**config.mk**
```make
export PLATFORM = sky130hd
export DESIGN_NAME = svm_monitor
export DESIGN_NICKNAME = d
export VERILOG_FILES = /design/src/hw/svm_pkg.sv /design/src/hw/svm_delay_timer.sv /design/src/hw/svm_monitor.sv
export SDC_FILE = /design/constraint.sdc
export NUM_CORES = 1
export LEC_CHECK = 0
export ABC_CLOCK_PERIOD_IN_PS = 2300
export BUFFER_PORTS_ARGS = -buffer_cell sky130_fd_sc_hd__buf_2
export CAP_MARGIN = 20
export CORE_MARGIN = 4
export CORE_UTILIZATION = 53
export CTS_CLUSTER_SIZE = 30
export DETAILED_ROUTE_END_ITERATION = 8
export PLACE_DENSITY = 0.76
export SKIP_CTS_REPAIR_TIMING = 1
export SYNTH_ARGS = -nofsm -noshare
export SYNTH_HDL_FRONTEND = slang
export SYNTH_SLANG_ARGS = --single-unit
```
**constraint.sdc**
```tcl
create_clock -name ref_clk -period 2.3 [get_ports ref_clk]
set_clock_uncertainty 0.05 [all_clocks]
set_input_delay 0.46 -clock ref_clk [delete_from_list [all_inputs] [get_ports ref_clk]]
set_output_delay 0.46 -clock ref_clk [all_outputs]
set_load 0.01 [all_outputs]
```
**src/hw/svm_pkg.sv**
```systemverilog
package svm_pkg;
   // register map, byte addresses on the plain register port
   localparam int ADDR_W = 4;
   localparam logic [3:0] CTRL_ADDR = 4'h0;
   localparam logic [3:0] REQ_ADDR = 4'h1;
   localparam logic [3:0] STAT_ADDR = 4'h2;
   localparam logic [3:0] MASK_ADDR = 4'h3;

   // supply_monitor_control fields
   localparam int THR_LSB = 0;
   localparam int THR_W = 3;
   localparam int BGOUT_BIT = 3;
   localparam int DETEN_BIT = 4;
   localparam int UVFLAG_BIT = 5;
   localparam logic [7:0] CTRL_RESET = 8'h00;

   // request register and event status / mask layout
   localparam int REQ_BIT = 0;
   localparam int EV_REQ_BIT = 0;
   localparam int EV_SETTLE_BIT = 1;
   localparam int EV_W = 2;
   localparam logic [1:0] EV_RESET = 2'h0;

   // trip levels in millivolts, indexed by threshold_select
   localparam int TRIP_MV [8] = '{2000, 2200, 2400, 2700, 3000, 3300, 3600, 4000};

   // timing
   localparam int CLK_MHZ = 200;
   localparam int SETTLE_TIME_NS = 100000;
   localparam int IRQ_DELAY_NS = 60000;
   localparam int CNT_W = 24;
endpackage

```
**src/hw/svm_delay_timer.sv**
```systemverilog
`timescale 1ns/1ps
`default_nettype none
// counts cycles while run is high; done rises CYCLES edges after run rose
module svm_delay_timer #(
   parameter int CNT_W = 24,
   parameter int CYCLES = 1
) (
   // clock and reset
   input wire logic ref_clk,
   input wire logic rst,
   // control
   input wire logic run,
   output logic done
);
   localparam logic [CNT_W-1:0] LAST = CNT_W'(CYCLES);

   logic [CNT_W-1:0] count_reg;
   logic [CNT_W-1:0] count_next;
   wire atEnd = (count_reg == LAST);

   // dropping run restarts the count from zero
   assign count_next = !run ? '0 : (atEnd ? count_reg : count_reg + CNT_W'(1));
   assign done = run && atEnd;

   always_ff @(posedge ref_clk or posedge rst) begin
      if (rst) begin
         count_reg <= '0;
      end else begin
         count_reg <= count_next;
      end
   end
endmodule
`default_nettype wire

```
**src/hw/svm_monitor.sv**
```systemverilog
// How it works
// - threshold_select bits 2..0 pick one of eight ascending trip levels, 2.0V to 4.0V.
// - read-only bit 5 shows one while supply is below the selected level.
// - detector_enable bit 4 turns the detector on; zero switches it off.
// - bit 3 is a read-write enable for the bandgap reference output.
// - bandgap runs when detector enable, brownout reset or bandgap output enable is on, in SLEEP too.
// - bits 7 and 6 read zero and ignore writes.
// - in SLEEP the detector stays off even with its enable set.
// - the undervoltage flag follows the comparator with no hysteresis.
// - the interrupt request feeds a grouped interrupt as alternative to polling.
// - hardware sets the request only after the irq delay of continuous undervoltage; a software write of one sets it at once.
// - a rising request flag wakes the core from IDLE.
// - any low-to-high request change while in IDLE wakes, regardless of interrupt enables.
// - servicing clears only the group flag; software clears the request flag.
`timescale 1ns/1ps
`default_nettype none
module svm_monitor
   import svm_pkg::*;
#(
   parameter int SETTLE_NS = SETTLE_TIME_NS,
   parameter int IRQ_NS = IRQ_DELAY_NS
) (
   // clock and reset
   input wire logic ref_clk,
   input wire logic rst,
   // register port
   input wire logic [ADDR_W-1:0] regAddr,
   input wire logic [7:0] regWrData,
   input wire logic regWrite,
   input wire logic regRead,
   output logic [7:0] regRdData,
   // analog and power-mode side
   input wire logic cmpResult,
   input wire logic brownoutEnable,
   input wire logic sleepMode,
   input wire logic idleMode,
   output logic detectorOn,
   output logic bandgapOn,
   output logic bandgapOutEnable,
   output logic [THR_W-1:0] thresholdSelect,
   // interrupt controller side
   input wire logic groupServiced,
   output logic undervoltageIrqRequest,
   output logic groupIrqRequest,
   output logic wakeup,
   output logic irq
);
   // least times round up to whole cycles
   localparam int SETTLE_CYC_RAW = (SETTLE_NS * CLK_MHZ + 999) / 1000;
   localparam int IRQ_CYC_RAW = (IRQ_NS * CLK_MHZ + 999) / 1000;
   localparam int SETTLE_CYC = (SETTLE_CYC_RAW < 1) ? 1 : SETTLE_CYC_RAW;
   localparam int IRQ_CYC = (IRQ_CYC_RAW < 1) ? 1 : IRQ_CYC_RAW;

   logic [4:0] ctrl_reg;
   logic [4:0] ctrl_next;
   logic cmpMeta_reg;
   logic cmpSync_reg;
   logic req_reg;
   logic req_next;
   logic reqPrev_reg;
   logic group_reg;
   logic group_next;
   logic wake_reg;
   logic settlePrev_reg;
   logic [EV_W-1:0] stat_reg;
   logic [EV_W-1:0] stat_next;
   logic [EV_W-1:0] mask_reg;
   logic [7:0] rd_reg;
   logic [7:0] rdMux;
   logic settleDone;
   logic irqDelayDone;
   logic irqDelayPrev_reg;

   // address decode
   wire selCtrl = (regAddr == CTRL_ADDR);
   wire selReq = (regAddr == REQ_ADDR);
   wire selStat = (regAddr == STAT_ADDR);
   wire selMask = (regAddr == MASK_ADDR);
   wire wrCtrl = regWrite && selCtrl;
   wire wrReq = regWrite && selReq;
   wire wrStat = regWrite && selStat;
   wire wrMask = regWrite && selMask;

   wire detEnBit = ctrl_reg[DETEN_BIT];
   wire detectorActive = detEnBit && !sleepMode;
   wire uvFlag = detectorActive && cmpSync_reg;
   wire hwSet = irqDelayDone && !irqDelayPrev_reg;
   wire reqRise = req_reg && !reqPrev_reg;
   wire settleRise = settleDone && !settlePrev_reg;
   wire [EV_W-1:0] events = {settleRise, reqRise};
   wire [EV_W-1:0] w1c = wrStat ? regWrData[EV_W-1:0] : EV_RESET;

   // only bits 4..0 are storage; bits 7..6 writes dropped
   assign ctrl_next = wrCtrl ? regWrData[4:0] : ctrl_reg;
   // hardware set wins over a software clear in the same cycle
   assign req_next = hwSet || (wrReq ? regWrData[REQ_BIT] : req_reg);
   assign group_next = reqRise || (group_reg && !groupServiced);
   assign stat_next = (stat_reg & ~w1c) | events;

   assign rdMux = selCtrl ? {2'h0, uvFlag, ctrl_reg} :
                  selReq ? {7'h00, req_reg} :
                  selStat ? {6'h00, stat_reg} :
                  selMask ? {6'h00, mask_reg} : 8'h00;

   assign regRdData = rd_reg;
   assign detectorOn = detectorActive;
   assign bandgapOutEnable = ctrl_reg[BGOUT_BIT];
   assign bandgapOn = detEnBit || brownoutEnable || ctrl_reg[BGOUT_BIT];
   assign thresholdSelect = ctrl_reg[THR_LSB +: THR_W];
   assign undervoltageIrqRequest = req_reg;
   assign groupIrqRequest = group_reg;
   assign wakeup = wake_reg;
   assign irq = |(stat_reg & mask_reg);

   // settle window after enabling, reported as an event
   svm_delay_timer #(
      .CNT_W(CNT_W),
      .CYCLES(SETTLE_CYC)
   ) settleTimer (
      .ref_clk(ref_clk),
      .rst(rst),
      .run(detectorActive),
      .done(settleDone)
   );

   // low flag restarts the delay count
   svm_delay_timer #(
      .CNT_W(CNT_W),
      .CYCLES(IRQ_CYC)
   ) irqTimer (
      .ref_clk(ref_clk),
      .rst(rst),
      .run(uvFlag),
      .done(irqDelayDone)
   );

   // comparator synchroniser
   always_ff @(posedge ref_clk or posedge rst) begin
      if (rst) begin
         cmpMeta_reg <= 1'b0;
         cmpSync_reg <= 1'b0;
      end else begin
         cmpMeta_reg <= cmpResult;
         cmpSync_reg <= cmpMeta_reg;
      end
   end

   always_ff @(posedge ref_clk or posedge rst) begin
      if (rst) begin
         ctrl_reg <= CTRL_RESET[4:0];
         mask_reg <= EV_RESET;
         stat_reg <= EV_RESET;
      end else begin
         ctrl_reg <= ctrl_next;
         stat_reg <= stat_next;
         if (wrMask) begin
            mask_reg <= regWrData[EV_W-1:0];
         end
      end
   end

   always_ff @(posedge ref_clk or posedge rst) begin
      if (rst) begin
         req_reg <= 1'b0;
         reqPrev_reg <= 1'b0;
         group_reg <= 1'b0;
         wake_reg <= 1'b0;
         settlePrev_reg <= 1'b0;
         irqDelayPrev_reg <= 1'b0;
      end else begin
         req_reg <= req_next;
         reqPrev_reg <= req_reg;
         group_reg <= group_next;
         wake_reg <= reqRise && idleMode;
         settlePrev_reg <= settleDone;
         irqDelayPrev_reg <= irqDelayDone;
      end
   end

   // read data stand only in the cycle after the strobe
   always_ff @(posedge ref_clk or posedge rst) begin
      if (rst) begin
         rd_reg <= 8'h00;
      end else begin
         rd_reg <= regRead ? rdMux : 8'h00;
      end
   end

   // helper: cycles the flag has been high without a break
   logic [CNT_W-1:0] uvHigh_reg;
   always_ff @(posedge ref_clk or posedge rst) begin
      if (rst) begin
         uvHigh_reg <= '0;
      end else begin
         uvHigh_reg <= uvFlag ? uvHigh_reg + CNT_W'(1) : '0;
      end
   end

   sync_path_a: assert property (@(posedge ref_clk) disable iff (rst)
      $past(cmpResult, 2) && $past(detectorActive) && detectorActive |-> uvFlag)
      else $error("comparator did not reach flag after two stages");

   sleep_off_a: assert property (@(posedge ref_clk) disable iff (rst)
      sleepMode |-> !detectorOn && !uvFlag)
      else $error("detector active in sleep");

   det_enable_a: assert property (@(posedge ref_clk) disable iff (rst)
      wrCtrl ##1 !sleepMode |-> detectorOn == $past(regWrData[DETEN_BIT]))
      else $error("detector enable not applied");

   thr_write_a: assert property (@(posedge ref_clk) disable iff (rst)
      wrCtrl |=> thresholdSelect == $past(regWrData[2:0]) && bandgapOutEnable == $past(regWrData[3]))
      else $error("threshold or bandgap bit not stored");

   bandgap_on_a: assert property (@(posedge ref_clk) disable iff (rst)
      (detEnBit || brownoutEnable || bandgapOutEnable) == bandgapOn)
      else $error("bandgap enable wrong");

   rsvd_read_a: assert property (@(posedge ref_clk) disable iff (rst)
      regRead && selCtrl |=> regRdData[7:6] == 2'h0 && regRdData[5] == $past(uvFlag))
      else $error("control read wrong in bits 7..5");

   irq_delay_a: assert property (@(posedge ref_clk) disable iff (rst)
      hwSet |-> uvHigh_reg >= CNT_W'(IRQ_CYC))
      else $error("request set before the delay ran out");

   wake_idle_a: assert property (@(posedge ref_clk) disable iff (rst)
      !req_reg ##1 req_reg && idleMode |=> wakeup)
      else $error("no wake-up on rising request");

   group_clear_a: assert property (@(posedge ref_clk) disable iff (rst)
      groupServiced && req_reg && !wrReq |=> req_reg && !(groupIrqRequest && !$past(reqRise)))
      else $error("service touched request or kept group flag");

   read_idle_a: assert property (@(posedge ref_clk) disable iff (rst)
      !regRead |=> regRdData == 8'h00)
      else $error("read data outside the answer cycle");

   group_set_a: assert property (@(posedge ref_clk) disable iff (rst)
      reqRise |=> groupIrqRequest)
      else $error("group request not raised");

   req_hold_a: assert property (@(posedge ref_clk) disable iff (rst)
      req_reg && !wrReq |=> req_reg)
      else $error("request dropped without a software clear");

   flag_off_a: assert property (@(posedge ref_clk) disable iff (rst)
      regRead && selCtrl && !detectorActive |=> !regRdData[UVFLAG_BIT])
      else $error("flag shown while detector off");

   wake_pulse_a: assert property (@(posedge ref_clk) disable iff (rst)
      wakeup |=> !wakeup)
      else $error("wake-up longer than one cycle");

   wake_idle_only_a: assert property (@(posedge ref_clk) disable iff (rst)
      !idleMode |=> !wakeup)
      else $error("wake-up outside idle");

   stat_set_a: assert property (@(posedge ref_clk) disable iff (rst)
      reqRise |=> stat_reg[EV_REQ_BIT])
      else $error("request event not recorded");

   stat_sticky_a: assert property (@(posedge ref_clk) disable iff (rst)
      stat_reg[EV_REQ_BIT] && !(wrStat && regWrData[EV_REQ_BIT]) |=> stat_reg[EV_REQ_BIT])
      else $error("status bit lost without a clear");

   irq_restart_a: assert property (@(posedge ref_clk) disable iff (rst)
      !uvFlag |=> !irqDelayDone)
      else $error("irq delay not restarted by low flag");

   ctrl_hold_a: assert property (@(posedge ref_clk) disable iff (rst)
      !wrCtrl |=> $stable(ctrl_reg))
      else $error("control changed without a write");
endmodule
`default_nettype wire

```
==> flow_summary_export.csv <==
group,metric,value,unit
status,status,"completed",
power,swShare,0.252,
floorplan,ioPinCount,39,
critical_path,cp-end-kind,"flip-flop",
clocking,cts_tree,"built",
sta,grt_setup_unrepaired,"false",
clocking,clkLatencyLatePin,0.34,ns
global_route,grt_max_degree,72,
place,portBuffers,33,
yosys,yosysSeqAreaShare,0.497,
floorplan,fp.dieW,90.1,µm
finish,most-common-layout-cells,"71 x dfrtp_1, 33 x nor2_1, 33 x buf_2",
critical_path,crit_arrival,2.27,ns
floorplan,rows,29,
sta,worst_slack,0.230,ns
power,intPower,2.03,mW
clocking,clock_sinks,71,
finish,postLayoutCoreUtil,0.624,
clocking,cts_max_level,3,
yosys,netlist-cell-type-count,48,
yosys,syn_area_per_cell,9.95,µm²
global_route,grt_overflow,0,
yosys,synth_area,3570,µm²
yosys,ys_ff_latch,71,
global_route,grt_usage,0.190,
place,dp_slack,0.265,ns
critical_path,startpoint_type,"flip-flop",
run,maxCapViolations,0,
detailed_routing,dr.pass1.iters,4,
finish,layout_commonest_cell,"dfrtp_1",
yosys,synthArstFlopShare,1.00,
sta,finalCritPeriodShare,0.900,
sta,tightest_slew,0.490,ns
yosys,synth_cells,359,
place,hpwlAfterDp,4.85,mm
sta,setup_viol_count_final,0,
floorplan,core_area,6460,µm²
detailed_routing,ant_nets,0,
power,clockPowerShare,0.407,
critical_path,crit_type,"reg2reg",
power,powerDensity,673,nW/µm²
sta,slew_headroom,0.671,
clocking,clock-root-buffer,"clkbuf_8",
finish,num_antenna_cells,0,
critical_path,path_max_fanout,6,
global_route,antenna_found_initial,0,
detailed_routing,post-route-drc-count,0,
clocking,clk_pin_slew_worst_paths,0.08,ns
sta,fin_setup_tns,0,ns
finish,final_nets,417,
power,switchingPower,683,µW
sta,finalCriticalPeriod,2.07,ns
sta,max_freq,0.483,GHz
sta,hold_violations,0,
detailed_routing,wire_per_inst,15.1,µm
finish,syn_to_final_growth,12.8,%
finish,fillers,514,
yosys,ys_warn_count,0,
floorplan,die_y,90.1,µm
detailed_routing,drt_iter0_drc,207,
power,power_frac_seq,0.497,
detailed_routing,via_per_inst,5.96,
global_route,grt_pass1_vias,2661,
yosys,synth_edf_count,0,
global_route,grt_first_pass_wirelength,12.8,mm
power,p_comb_frac,0.096,
floorplan,start_util,0.553,
detailed_routing,vias,2827,
power,vdd_ir_drop_max,0.318,mV
detailed_routing,wirelength,7.15,mm
place,place.gp.congestion,0.817,
power,power.leakage,1.73,nW
clocking,cts_buffers,9,
critical_path,worstPathRequired,2.50,ns
sta,finalMaxSlewViolations,0,
clocking,cts_buffer_depth,2,
finish,drive_above_1_share,0.186,
min_path,hold_class,"in2async",
floorplan,die_area,8120,µm²
yosys,yosys_most_used_dff,"dfrtp_1",
-- power by group through the flow --
stage               Sequential (mW)  Clock [mW]  Combinational (mW)
finish                         1.35        1.10               0.261
global placement               1.37           0               0.259
floorplan                      1.37           0               0.175
global route                   1.36        1.18               0.293
CTS                            1.35        1.12               0.266
detailed placement             1.37           0               0.265
-- final timing paths --
check | startpoint | endpoint | slack [ns] | cells after the start
hold reg to reg | cmpMeta_reg$_DFF_PP0_ | cmpSync_reg$_DFF_PP0_ | 0.30 | 0
min in group ref_clk | cmpResult | cmpMeta_reg$_DFF_PP0_ | 0.18 | 1
max in group asynchronous | rst | regRdData[0]$_DFF_PP0_ | 1.74 | 3
hold / removal | rst | wakeup$_DFF_PP0_ | 0.15 | 3
setup reg to reg | settleTimer.count_reg[4]$_DFFE_PP0N_ | stat_reg[1]$_DFF_PP0_ | 0.23 | 4
setup / recovery | settleTimer.count_reg[4]$_DFFE_PP0N_ | stat_reg[1]$_DFF_PP0_ | 0.23 | 4
-- per-layer routing --
| layer | GRT usage | routed length, µm |
|---|---|---|
| met4 | 0.0536 | 89 |
| met2 | 0.293 | 3210 |
| met3 | 0.0459 | 405 |
| met1 | 0.268 | 3440 |
| met5 | 0 | 0 |
-- synthesized netlist by cell type, types with 6 or more instances --
| cell type | n | area (µm²) |
|---|---|---|
| inv_1 | 13 | 48.8 |
| mux2i_1 | 7 | 70.1 |
| mux2_2 | 7 | 78.8 |
| nand2b_1 | 7 | 43.8 |
| o31ai_1 | 6 | 45.0 |
| o21ai_0 | 11 | 55.1 |
| clkbuf_1 | 10 | 37.5 |
| and3_1 | 7 | 43.8 |
| xor2_1 | 11 | 96.3 |
| nor2_1 | 33 | 124 |
| or4_1 | 8 | 60.1 |
| nor4_1 | 8 | 50.1 |
| a21oi_1 | 16 | 80.1 |
| xnor2_1 | 12 | 105 |
| dfrtp_1 | 71 | 1780 |
| nand4_1 | 17 | 106 |
| nand3_1 | 20 | 100 |
| nand2_1 | 23 | 86.3 |
| or3_1 | 11 | 68.8 |
| nor3_1 | 7 | 35.0 |
-- final cells by class --
class                           count  area [µm²]  area share
Clock buffer                        9         124      0.0307
Clock inverter                      7        95.1      0.0236
Inverter                           13        52.6      0.0130
Multi-Input combinational cell    258        1660       0.413
Sequential cell                    71        1780       0.441
Tap cell                           77        96.3      0.0239
Timing Repair Buffer               39         223      0.0553
-- through the flow --
stage               hold WS, ns  area, µm²  instances  total power [mW]
floorplan                 0.281       3580        360              1.54
global placement          0.289       3810        458              1.63
detailed placement        0.285       3810        458              1.64
CTS                       0.167       4030        474              2.73
global route              0.166       4030        474              2.84
finish                    0.150       4030        474              2.71
-- logic make-up after synthesis --
family / share of synthesized area
AND/OR/NAND/NOR: 0.265
other: 0.00105
flip-flops: 0.497
buffers and inverters: 0.0385
adder cells (fa/ha/maj): 0.0140
AO/OA/AOI/OAI: 0.0802
multiplexers: 0.0480
XOR/XNOR: 0.0564
-- worst max-delay path, cell delays in order, from the launching register on --
cell and delay [ns]:
dfrtp_1 0.44, or4b_1 0.54, or4_4 0.50, or2_4 0.27
o31ai_2 0.17
(Power assumes the default switching activity.)
